===== config.mk =====
export PLATFORM = sky130hd
export DESIGN_NAME = spb_top
export DESIGN_NICKNAME = d
export VERILOG_FILES = /design/src/verilog/spb_pkg.sv /design/src/verilog/spb_top.sv /design/src/verilog/spb_skid.sv
export VERILOG_INCLUDE_DIRS = /design/src /design/src/verilog
export SDC_FILE = /design/constraint.sdc
export NUM_CORES = 2
export LEC_CHECK = 0
export BUFFER_PORTS_ARGS = -buffer_cell sky130_fd_sc_hd__clkbuf_2
export CAP_MARGIN = 10
export CELL_PAD_IN_SITES_DETAIL_PLACEMENT = 1
export CELL_PAD_IN_SITES_GLOBAL_PLACEMENT = 2
export CORE_UTILIZATION = 46
export CTS_CLUSTER_DIAMETER = 100
export CTS_CLUSTER_SIZE = 16
export DETAILED_ROUTE_END_ITERATION = 12
export PLACE_DENSITY_LB_ADDON = 0.15
export SLEW_MARGIN = 5
export SYNTH_ARGS = -nofsm -noshare
export SYNTH_HDL_FRONTEND = slang
export SYNTH_HIERARCHICAL = 1
export SYNTH_SLANG_ARGS = --single-unit
export TNS_END_PERCENT = 100

===== constraint.sdc =====
create_clock -name ref_clk -period 5 [get_ports ref_clk]
set_clock_uncertainty 0.05 [all_clocks]
set_input_delay 1.25 -clock ref_clk [delete_from_list [all_inputs] [get_ports ref_clk]]
set_output_delay 1.25 -clock ref_clk [all_outputs]
set_load 0.05 [all_outputs]

===== src/verilog/spb_defs.svh =====
// Constants for the serial port buffering block: timing, depths, thresholds
`ifndef SPB_DEFS_SVH
`define SPB_DEFS_SVH
// ----------------------------------------
// Timing
// ----------------------------------------
`define SPB_CLK_HZ 200000000
// Fixed host line rate; a slow rate would stretch one frame past 200k clock cycles
`define SPB_BAUD 115200
`define SPB_OVS 16
`define SPB_TICK_DIV (`SPB_CLK_HZ / (`SPB_BAUD * `SPB_OVS))
`define SPB_MID_TICK 4'h7
`define SPB_LAST_TICK 4'hF
`define SPB_LAST_BIT 3'h7
// ----------------------------------------
// Buffers and flow-control thresholds
// ----------------------------------------
`define SPB_DEPTH 8'h80
`define SPB_CTS_STOP_GAP 8'h11
`define SPB_CTS_GO_FREE 8'h22
`endif


===== src/verilog/spb_pkg.sv =====
// Types shared by the serial port buffering block
`default_nettype none
package spb_pkg;
  // Serial frame phases, Gray coded along idle-start-data-parity-stop
  typedef enum logic [2:0] {
    spb_idle  = 3'h0,
    spb_start = 3'h1,
    spb_data  = 3'h3,
    spb_par   = 3'h2,
    spb_stop  = 3'h6
  } spb_ser_t;
endpackage
`default_nettype wire


===== src/verilog/spb_top.sv =====
// Serial port of the radio module with receive and transmit byte buffers
// How it works
// - Frame: low start, 8 bits LSB first, high stop
// - Both ends match settings; parity checked inbound
// - Each byte received without frame or parity error waits in receive buffer if room
// - No draining while radio reception continues
// - Discovery, retries, broadcasts also stall draining
// - Radio payload goes to transmit buffer, out
// - Packet too big for free space: drop whole
// - CTS high within 17 of full, low at 34 free
// - RTS high holds transmit output
`include "spb_defs.svh"
`default_nettype none
module spb_top (
  // Clock and reset
  input wire logic ref_clk,
  input wire logic arst_n,
  // Configuration straps
  input wire logic parity_en,
  input wire logic parity_odd,
  input wire logic cts_flow_en,
  input wire logic rts_flow_en,
  // Host serial pins
  input wire logic din,
  output logic dout,
  output logic cts_n,
  input wire logic rts_n,
  // Radio activity that holds back serial-to-radio draining
  input wire logic rf_rx_busy,
  input wire logic rf_tx_busy,
  // Serial-to-radio byte stream
  output logic rad_tx_valid,
  input wire logic rad_tx_ready,
  output logic [7:0] rad_tx_data,
  // Radio-to-serial packet bytes
  input wire logic rf_in_valid,
  input wire logic rf_in_first,
  input wire logic [7:0] rf_in_len,
  input wire logic [7:0] rf_in_data,
  // Events
  output logic pkt_dropped,
  output logic frame_err,
  output logic parity_err,
  output logic rx_overrun
);
  localparam logic [15:0] TICK_LAST = 16'(`SPB_TICK_DIV - 1);

  // ----------------------------------------
  // Oversample tick and pin synchronisers
  // ----------------------------------------
  logic [15:0] div_cnt; // Counts ref_clk cycles per sixteenth of a bit
  logic [15:0] next_div_cnt;
  logic tick;
  logic din_s1, din_s2, rts_s1, rts_s2; // Two-flop synchronisers, idle high
  assign tick = (div_cnt == TICK_LAST);

  // Divider wraps once per oversample period
  always_comb begin
    next_div_cnt = tick ? 16'h0000 : div_cnt + 16'h0001;
  end

  always_ff @(posedge ref_clk or negedge arst_n) begin
    if (!arst_n) begin
      div_cnt <= 16'h0000;
      din_s1 <= 1'b1;
      din_s2 <= 1'b1;
      rts_s1 <= 1'b1;
      rts_s2 <= 1'b1;
    end else begin
      div_cnt <= next_div_cnt;
      din_s1 <= din;
      din_s2 <= din_s1;
      rts_s1 <= rts_n;
      rts_s2 <= rts_s1;
    end
  end

  // ----------------------------------------
  // Serial receiver
  // ----------------------------------------
  spb_pkg::spb_ser_t rx_st, next_rx_st;
  logic [3:0] rx_cnt, next_rx_cnt; // Sixteenths within the current bit
  logic [2:0] rx_bit, next_rx_bit; // Data bit index
  logic [7:0] rx_sh, next_rx_sh; // Shift register, filled from the top
  logic rx_perr, next_rx_perr; // Parity mismatch of this byte
  logic rx_push, next_rx_push; // One-cycle good-byte strobe
  logic next_frame_err, next_parity_err;

  // Frames are sampled mid-bit; a false start shorter than half a bit is ignored
  always_comb begin
    next_rx_st = rx_st;
    next_rx_cnt = rx_cnt;
    next_rx_bit = rx_bit;
    next_rx_sh = rx_sh;
    next_rx_perr = rx_perr;
    next_rx_push = 1'b0;
    next_frame_err = 1'b0;
    next_parity_err = 1'b0;
    if (tick) begin
      next_rx_cnt = rx_cnt + 4'h1;
      case (rx_st)
        spb_pkg::spb_idle: begin
          // Line idles high; low begins a frame
          next_rx_cnt = 4'h0;
          next_rx_perr = 1'b0;
          if (!din_s2) begin
            next_rx_st = spb_pkg::spb_start;
          end
        end
        spb_pkg::spb_start: begin
          if (rx_cnt == `SPB_MID_TICK) begin
            next_rx_cnt = 4'h0;
            next_rx_bit = 3'h0;
            next_rx_st = din_s2 ? spb_pkg::spb_idle : spb_pkg::spb_data;
          end
        end
        spb_pkg::spb_data: begin
          if (rx_cnt == `SPB_LAST_TICK) begin
            next_rx_sh = {din_s2, rx_sh[7:1]};
            next_rx_bit = rx_bit + 3'h1;
            if (rx_bit == `SPB_LAST_BIT) begin
              next_rx_st = parity_en ? spb_pkg::spb_par : spb_pkg::spb_stop;
            end
          end
        end
        spb_pkg::spb_par: begin
          if (rx_cnt == `SPB_LAST_TICK) begin
            next_rx_perr = din_s2 ^ (^rx_sh) ^ parity_odd;
            next_rx_st = spb_pkg::spb_stop;
          end
        end
        spb_pkg::spb_stop: begin
          if (rx_cnt == `SPB_LAST_TICK) begin
            next_rx_st = spb_pkg::spb_idle;
            next_frame_err = !din_s2;
            next_parity_err = din_s2 & rx_perr;
            next_rx_push = din_s2 & !rx_perr;
          end
        end
        default: begin
          next_rx_st = spb_pkg::spb_idle;
        end
      endcase
    end
  end

  always_ff @(posedge ref_clk or negedge arst_n) begin
    if (!arst_n) begin
      rx_st <= spb_pkg::spb_idle;
      rx_cnt <= 4'h0;
      rx_bit <= 3'h0;
      rx_sh <= 8'h00;
      rx_perr <= 1'b0;
      rx_push <= 1'b0;
      frame_err <= 1'b0;
      parity_err <= 1'b0;
    end else begin
      rx_st <= next_rx_st;
      rx_cnt <= next_rx_cnt;
      rx_bit <= next_rx_bit;
      rx_sh <= next_rx_sh;
      rx_perr <= next_rx_perr;
      rx_push <= next_rx_push;
      frame_err <= next_frame_err;
      parity_err <= next_parity_err;
    end
  end

  // ----------------------------------------
  // Serial receive buffer and clear-to-send
  // ----------------------------------------
  logic [7:0] rxb_mem [0:127]; // Bytes waiting for the radio
  logic [7:0] rxb_wp, rxb_rp, next_rxb_wp, next_rxb_rp; // One extra wrap bit
  logic [7:0] rxb_used, rxb_free;
  logic rxb_push, rxb_pop, stall, skid_in_ready;
  logic next_cts_n, next_rx_overrun;
  assign rxb_used = rxb_wp - rxb_rp;
  assign rxb_free = `SPB_DEPTH - rxb_used;
  assign rxb_push = rx_push & (rxb_free != 8'h00);
  assign stall = rf_rx_busy | rf_tx_busy;
  assign rxb_pop = (rxb_used != 8'h00) & !stall & skid_in_ready;

  // Pointers and CTS hysteresis; CTS high means stop sending
  always_comb begin
    next_rxb_wp = rxb_push ? rxb_wp + 8'h01 : rxb_wp;
    next_rxb_rp = rxb_pop ? rxb_rp + 8'h01 : rxb_rp;
    next_rx_overrun = rx_push & !rxb_push;
    next_cts_n = cts_n;
    if (!cts_flow_en) begin
      next_cts_n = 1'b0;
    end else if (rxb_free <= `SPB_CTS_STOP_GAP) begin
      next_cts_n = 1'b1;
    end else if (rxb_free >= `SPB_CTS_GO_FREE) begin
      next_cts_n = 1'b0;
    end
  end

  always_ff @(posedge ref_clk or negedge arst_n) begin
    if (!arst_n) begin
      rxb_wp <= 8'h00;
      rxb_rp <= 8'h00;
      cts_n <= 1'b0;
      rx_overrun <= 1'b0;
    end else begin
      rxb_wp <= next_rxb_wp;
      rxb_rp <= next_rxb_rp;
      cts_n <= next_cts_n;
      rx_overrun <= next_rx_overrun;
    end
  end

  // Storage has no reset; pointers alone say what is valid
  always_ff @(posedge ref_clk) begin
    if (rxb_push) begin
      rxb_mem[rxb_wp[6:0]] <= rx_sh;
    end
  end

  // Two-entry stage toward the radio; radio stall also gates its output
  logic skid_valid, skid_ready;
  spb_skid u_skid (
    .ref_clk(ref_clk),
    .arst_n(arst_n),
    .in_valid(rxb_pop),
    .in_data(rxb_mem[rxb_rp[6:0]]),
    .in_ready(skid_in_ready),
    .out_valid(skid_valid),
    .out_ready(skid_ready),
    .out_data(rad_tx_data)
  );
  assign rad_tx_valid = skid_valid & !stall;
  assign skid_ready = rad_tx_ready & !stall;

  // ----------------------------------------
  // Serial transmit buffer with whole-packet admission
  // ----------------------------------------
  logic [7:0] txb_mem [0:127]; // Radio payload bytes for the host
  logic [7:0] txb_wp, txb_rp, next_txb_wp, next_txb_rp;
  logic [7:0] txb_free;
  logic keep, next_keep; // Current packet was admitted
  logic fits, txb_push, txb_pop, next_pkt_dropped;
  assign txb_free = `SPB_DEPTH - (txb_wp - txb_rp);
  assign fits = (rf_in_len <= txb_free);
  assign txb_push = rf_in_valid & (rf_in_first ? fits : keep);

  // Decision is made once per packet on its first byte
  always_comb begin
    next_keep = keep;
    next_pkt_dropped = 1'b0;
    if (rf_in_valid & rf_in_first) begin
      next_keep = fits;
      next_pkt_dropped = !fits;
    end
    next_txb_wp = txb_push ? txb_wp + 8'h01 : txb_wp;
    next_txb_rp = txb_pop ? txb_rp + 8'h01 : txb_rp;
  end

  always_ff @(posedge ref_clk or negedge arst_n) begin
    if (!arst_n) begin
      keep <= 1'b0;
      pkt_dropped <= 1'b0;
      txb_wp <= 8'h00;
      txb_rp <= 8'h00;
    end else begin
      keep <= next_keep;
      pkt_dropped <= next_pkt_dropped;
      txb_wp <= next_txb_wp;
      txb_rp <= next_txb_rp;
    end
  end

  always_ff @(posedge ref_clk) begin
    if (txb_push) begin
      txb_mem[txb_wp[6:0]] <= rf_in_data;
    end
  end

  // ----------------------------------------
  // Serial transmitter
  // ----------------------------------------
  spb_pkg::spb_ser_t tx_st, next_tx_st;
  logic [3:0] tx_cnt, next_tx_cnt;
  logic [2:0] tx_bit, next_tx_bit;
  logic [7:0] tx_sh, next_tx_sh;
  logic tx_par, next_tx_par, next_dout;
  // A held-off RTS only blocks new bytes; one in flight finishes cleanly
  assign txb_pop = tick & (tx_st == spb_pkg::spb_idle) & (txb_wp != txb_rp)
                   & !(rts_flow_en & rts_s2);

  always_comb begin
    next_tx_st = tx_st;
    next_tx_cnt = tx_cnt;
    next_tx_bit = tx_bit;
    next_tx_sh = tx_sh;
    next_tx_par = tx_par;
    if (txb_pop) begin
      next_tx_sh = txb_mem[txb_rp[6:0]];
      next_tx_par = (^txb_mem[txb_rp[6:0]]) ^ parity_odd;
      next_tx_cnt = 4'h0;
      next_tx_bit = 3'h0;
      next_tx_st = spb_pkg::spb_start;
    end else if (tick & (tx_st != spb_pkg::spb_idle)) begin
      next_tx_cnt = tx_cnt + 4'h1;
      if (tx_cnt == `SPB_LAST_TICK) begin
        case (tx_st)
          spb_pkg::spb_start: begin
            next_tx_st = spb_pkg::spb_data;
          end
          spb_pkg::spb_data: begin
            next_tx_sh = {1'b0, tx_sh[7:1]};
            next_tx_bit = tx_bit + 3'h1;
            if (tx_bit == `SPB_LAST_BIT) begin
              next_tx_st = parity_en ? spb_pkg::spb_par : spb_pkg::spb_stop;
            end
          end
          spb_pkg::spb_par: begin
            next_tx_st = spb_pkg::spb_stop;
          end
          default: begin
            next_tx_st = spb_pkg::spb_idle;
          end
        endcase
      end
    end
    // Pin level follows the phase about to be entered
    case (next_tx_st)
      spb_pkg::spb_start: next_dout = 1'b0;
      spb_pkg::spb_data: next_dout = next_tx_sh[0];
      spb_pkg::spb_par: next_dout = next_tx_par;
      default: next_dout = 1'b1;
    endcase
  end

  always_ff @(posedge ref_clk or negedge arst_n) begin
    if (!arst_n) begin
      tx_st <= spb_pkg::spb_idle;
      tx_cnt <= 4'h0;
      tx_bit <= 3'h0;
      tx_sh <= 8'h00;
      tx_par <= 1'b0;
      dout <= 1'b1;
    end else begin
      tx_st <= next_tx_st;
      tx_cnt <= next_tx_cnt;
      tx_bit <= next_tx_bit;
      tx_sh <= next_tx_sh;
      tx_par <= next_tx_par;
      dout <= next_dout;
    end
  end
endmodule
`default_nettype wire


===== src/verilog/spb_skid.sv =====
// Two-entry byte buffer with valid/ready on both sides
`default_nettype none
module spb_skid (
  // Clock and reset
  input wire logic ref_clk,
  input wire logic arst_n,
  // Filling side
  input wire logic in_valid,
  input wire logic [7:0] in_data,
  output logic in_ready,
  // Draining side
  output logic out_valid,
  input wire logic out_ready,
  output logic [7:0] out_data
);
  logic [7:0] head; // Oldest word, drives out_data straight from a flop
  logic [7:0] tail; // Second word, held while the drain stalls
  logic [1:0] fill; // Words held, 0..2
  logic [7:0] next_head;
  logic [7:0] next_tail;
  logic [1:0] next_fill;
  logic push;
  logic pop;

  // ----------------------------------------
  // Handshakes: full and empty are exact
  // ----------------------------------------
  assign in_ready = (fill != 2'h2);
  assign out_valid = (fill != 2'h0);
  assign out_data = head;
  assign push = in_valid & in_ready;
  assign pop = out_valid & out_ready;

  // Next state of both entries
  always_comb begin
    next_head = head;
    next_tail = tail;
    next_fill = fill;
    case ({push, pop})
      2'b10: begin
        // Fill the first free entry
        if (fill == 2'h0) begin
          next_head = in_data;
        end else begin
          next_tail = in_data;
        end
        next_fill = fill + 2'h1;
      end
      2'b01: begin
        // Tail moves up when head leaves
        next_head = tail;
        next_fill = fill - 2'h1;
      end
      2'b11: begin
        // Pass-through when one word, rotate when two
        if (fill == 2'h1) begin
          next_head = in_data;
        end else begin
          next_head = tail;
          next_tail = in_data;
        end
      end
      default: begin
        next_fill = fill;
      end
    endcase
  end

  // Register the entries
  always_ff @(posedge ref_clk or negedge arst_n) begin
    if (!arst_n) begin
      head <= 8'h00;
      tail <= 8'h00;
      fill <= 2'h0;
    end else begin
      head <= next_head;
      tail <= next_tail;
      fill <= next_fill;
    end
  end
endmodule
`default_nettype wire


* After elaboration in Yosys (flattened, before gate mapping) *
Memory sizes are Yosys's and may differ from the RTL's.
Index checks and enable logic that the tools add are counted.

storage, ports and cells
  memories = 2
  logic and storage cells = 193
  bits in latches = 0
  input bits = 29
  ROM bits = 0
  register bits after elaboration = 116
  bits in writable memories = 2048

memories
  name     depth  width  rd ports  clocked after memory_dff  wr ports  RTL line        text
  rxb_mem  128    8      1         0                         1         spb_top.sv:172  logic [7:0] rxb_mem [0:127];
  txb_mem  128    8      1         0                         1         spb_top.sv:237  logic [7:0] txb_mem [0:127];

cells by class
  multipliers = 0
  mux-type cells = 59
  shift-type cells = 0
  $add $sub $neg = 15
  divide/modulo/power cells = 0
  bitwise gates (word level) = 21
  reductions and logical operators = 30
  $lt $le $gt $ge = 3
  equal/unequal tests = 32

operator list
  cell                   number
  $mux 8                 8
  $mux 3                 17
  $add 8x1->8 const B    4
  $pmux 8 s3             1
  $mux 1                 20
  $eq 3x2->1 const B     6
  $ne 2x2->1 const B     9
  $and 1x1->1            17
  $add 16x1->16 const B  1
  $eq 16x7->1 const B    1
  $mux 16                1
  $pmux 8 s2             1
  $reduce_bool 2->1      8
  $reduce_bool 8->1      2
  $reduce_xor 8->1       2
  $sub 8x8->8            2
  $sub 8x8->8 const A    2
  $pmux 3 s5             1
  $mux 4                 3
  $reduce_and 3->1       4
  $eq 3x1->1 const B     3
  $eq 3x3->1 const B     3
  $pmux 3 s3             1
  $add 4x1->4 const B    2
  other kinds (28)       41

* Depth between registers and ports, before layout *
  word-level depth = 8
  gate-level depth with buffers = 24
  gate-level depth less buffers = 20

* Modules after synthesis *
The synthesis kept the hierarchy.

by module, submodules not included
  module    times used  cells each  area each (um^2)
  spb_top   1           3996        85120.4
  spb_skid  1           93          1014.7

* Least setup slack after synthesis *
No wires, ideal clock.

  kind = register to register
  start point = register txb_rp[0]
  end point = memory txb_mem[40][0], enable pin
  setup time = 395 ps
  clock period less this slack = 5452 ps
  slack = -452 ps
  stages on the path, launching flop included = 24
  required time = 4555 ps
  arrival = 5007 ps
  buffers on the path = 4
  cells stage by stage = dfrtp_1 buf_6 buf_4 buf_4 inv_1 buf_2 ha_1 inv_1 ha_1 inv_1 fa_1 inv_1 a21oi_1 o21bai_1 xnor2_1 ha_1 a21o_1 a21o_1 a21oi_1 o21ai_0 o211a_2 nor2_1 nand4_1 nor4_1

between the ends
  cells in the longest elaborated chain, start to end = 7

RTL lines
  item                          RTL line        text
  start, declared               spb_top.sv:238  logic [7:0] txb_wp, txb_rp, next_txb_wp, next_txb_rp;
  start signal, assigned        spb_top.sv:268  txb_rp <= next_txb_rp;
  $sub 8x8->8                   spb_top.sv:242  assign txb_free = `SPB_DEPTH - (txb_wp - txb_rp);
  $sub 8x8->8 (no source line)  --
  $le 8x8->1                    spb_top.sv:243  assign fits = (rf_in_len <= txb_free);
  $mux 1                        spb_top.sv:244  assign txb_push = rf_in_valid & (rf_in_first ? fits : keep);
  $and 1x1->1                   spb_top.sv:244
  $mux 1                        spb_top.sv:273  if (txb_push) begin
  $mux 1 (not written as such)  spb_top.sv:274  txb_mem[txb_wp[6:0]] <= rf_in_data;
  end, declared                 spb_top.sv:237

No other way between the ends.

* Final worst setup path *
  start point = register txb_rp[1]
  end point = memory txb_mem[19][5], enable pin

Same word-level chain as after synthesis.

==> run metrics <==
outcome=finished clean; syn nets=4171; final hold viol count=0; Gate Count Post-Synth=4089; setup ws final=0.2314 ns; area fraction in compound gates after synthesis=0.01679; Starting Density=0.4640; Warnings, synthesis=6; core area=185600 um2; Synth cell types=85; Setup WS pre-CTS=0.1435 ns; root buffer cell=clkbuf_16; mux contribution to synthesized area=0.1703; maxcap violations=0; Layout Nets=4442; # setup viols final=0; largest family of logic cells by synthesized area=multiplexers; routed len/inst=31.42 um; PwrDens=378.9 nW/um2; most common cell after layout, fill and taps aside=edfxtp_1; antenna violations before repair=5; Die W=434.7 um; # H-tree levels=4; CP most frequent cell=ha_1; combinational power share=0.120; Net Sw Frac=0.2449; Hold Buf Count CTS=0; Final period util=0.9537; post-synthesis xor/xnor area fraction=0.007931; mean area per synthesized cell=21.07 um2; Die ar.=189000 um2; All-Layer GR Usage=0.2313; CP required=5.38 ns; register clock-pin slew on the reported worst setup and hold paths=0.08 ns; Worst path slowest cell=nor2_1; number of global-route vias before repair=43310; Clock Tree Buf Depth=3; Clock power frac=0.326; Sw Pwr=0.008830 W; Overflow after GRT=0; PostCTS Resize Cnt=0; crit path cell chain=ha_1 -> ha_1 -> inv_1 -> fa_1 -> inv_1 -> a21oi_1 -> o21bai_1 -> xnor2_1 -> ha_1 -> a21o_1 -> a21o_1 -> a21oi_1 -> o21ai_0 -> o211a_2 -> or3_1 -> buf_4 -> nor2_1; Max FO, Critical Path=9; CP Capture Type=flop; post-synthesis async set-or-reset flop share=0.05360; area share of fa/ha/maj cells after synthesis=0.007873; Hold Crit Class=flop to flop; antenna-violating nets left=0; Area Growth Syn to Fin=10.48%; cell taking the most area after synthesis=edfxtp_1; first-pass GRT wire length=317.9 mm; Sink Count=2164; family with the most delay on the worst path=adder cells; Die Y-Extent=434.7 um; sequential share of the synthesized area=0.7478; number of synthesized flops with an enable pin=2048; routability-driven placement congestion ratio=0.7959; PortBufs=43; initial DRC count=3436; CTS buffer count=153; Fmax=0.2097 GHz; DRC viols=0; critical path type=flop to flop; Skew-Pair Late Insertion Delay=0.81 ns; total wire length=216.8 mm; Critical Path AT=5.14 ns; via count=41080; internal power=0.02723 W; Site Rows=158; Post-Synthesis Cell Area=86140 um2; Post-CTS Setup Inserts=0; CP Launch Type=flop; fin crit period=4.769 ns; area fraction of the dominant cell type after synthesis=0.7140; actual slew at the worst max-slew pin=1.102 ns; synthesized-area fraction occupied by and/or/nand/nor cells=0.03331; final setup TNS=0 ns; commonest non-fill, non-tap cells in the layout=edfxtp_1 (2048), mux4_2 (610), buf_4 (289); largest cells by area after synthesis=edfxtp_1 (71%), mux4_2 (16%), dfrtp_1 (3.2%), nor2_1 (0.92%), nor3_1 (0.79%); Leak Pwr=27.03 nW; Slowest Stage Delay on Critical Path=0.59 ns; largest net degree at the start of global routing=118; final core utilization=0.5126; I/O pin count=44; CTS tree=yes; post-DP HPWL=136.2 mm; Peak supply drop=0.0003746 V; Yosys reg bits=2164; Power Total=0.03606 W; Rel. slew slack=0.2656; DRT Pass-1 Iters=6; Slew Limit Fails=0; share of layout cells above drive strength 1=0.2751; Buf/Inv on CP=3; Reg power frac=0.555; Vias/cell=5.955; Synth Flop Type=edfxtp_1
final timing paths:
kind                            from        endpoint  slack [ns]  cells past startpoint
hold / removal                rts_s1          rts_s2        0.31                      0
setup / recovery           txb_rp[1]  txb_mem[19][5]        0.23                     17
min in group asynchronous     arst_n      rx_overrun        0.33                      1
max in group asynchronous     arst_n       txb_rp[0]        3.75                      2
setup reg to reg           txb_rp[1]  txb_mem[19][5]        0.23                     17
hold reg to reg               rts_s1          rts_s2        0.31                      0
kinds of logic (layout without fill, tap and decap cells):
| kind of cell | Yosys count | in the layout |
|---|---|---|
| AO/OA/AOI/OAI | 211 | 211 |
| AND/OR/NAND/NOR | 619 | 619 |
| buffers and inverters | 275 | 602 |
| flip-flops | 2164 | 2164 |
| adder cells (fa/ha/maj) | 53 | 53 |
| other | 0 | 2 |
| XOR/XNOR | 78 | 78 |
| multiplexers | 689 | 689 |
cell type report:
type	instances	area (um2)
multi-input cells	1650	20480
clock buffers	200	4111
well taps	2480	3103
diodes	2	5.005
inverters	49	186.4
repair buffers	342	2681
flip-flops and latches	2164	64460
fillers	16280	90470
clock inverters	11	135.1
power groups by stage:
| stage | sequential (W) | clock (W) | combinational (W) |
|---|---|---|---|
| finish | 0.0200 | 0.0117 | 0.00431 |
| global route | 0.0200 | 0.0126 | 0.00467 |
| CTS | 0.0200 | 0.0121 | 0.00441 |
| detailed placement | 0.0204 | 0 | 0.00439 |
| global placement | 0.0204 | 0 | 0.00439 |
| floorplan | 0.0204 | 0 | 0.00296 |
metrics by stage:
step,std cells,area (um2),hold slack (ns)
6_report,6898,95160,0.3076
5_1_grt,6897,95160,0.3156
4_1_cts,6895,95080,0.3082
3_5_place_dp,6684,90840,0.2970
3_3_place_gp,6682,90820,0.2970
2_1_floorplan,4089,86170,0.2952
cells in the mapped netlist, types with 11 or more instances:
cell type,n
nand2_1,114
and2_1,12
xnor2_1,56
buf_4,30
a31oi_1,13
or3_1,15
nor3_1,136
ha_1,51
o211ai_1,11
edfxtp_1,2048
o21ai_0,43
buf_2,39
buf_1,36
dfrtp_1,111
mux4_2,610
buf_6,16
mux2i_1,50
inv_1,43
nor2_1,212
xor2_1,22
clkbuf_1,100
nand4_1,16
mux2_2,15
nor2b_1,19
a21oi_1,37
nand3_1,53
state kept, by name, summed over array words and instances, names as in the netlist, 4 cells and up:
name	flops
div_cnt	16
rx_cnt	4
rx_sh	8
rxb_mem	1024
rxb_rp	8
rxb_wp	8
tx_cnt	4
tx_sh	8
txb_mem	1024
txb_rp	8
txb_wp	8
u_skid/out_data	8
u_skid/tail	8
per-layer routing:
metal  global-route usage  routed length [um]
met4              0.05431                4720
met2               0.3896              110100
met1               0.3234               92370
met3              0.02857                9521
met5                    0                  20
(Power assumes the default switching activity.)
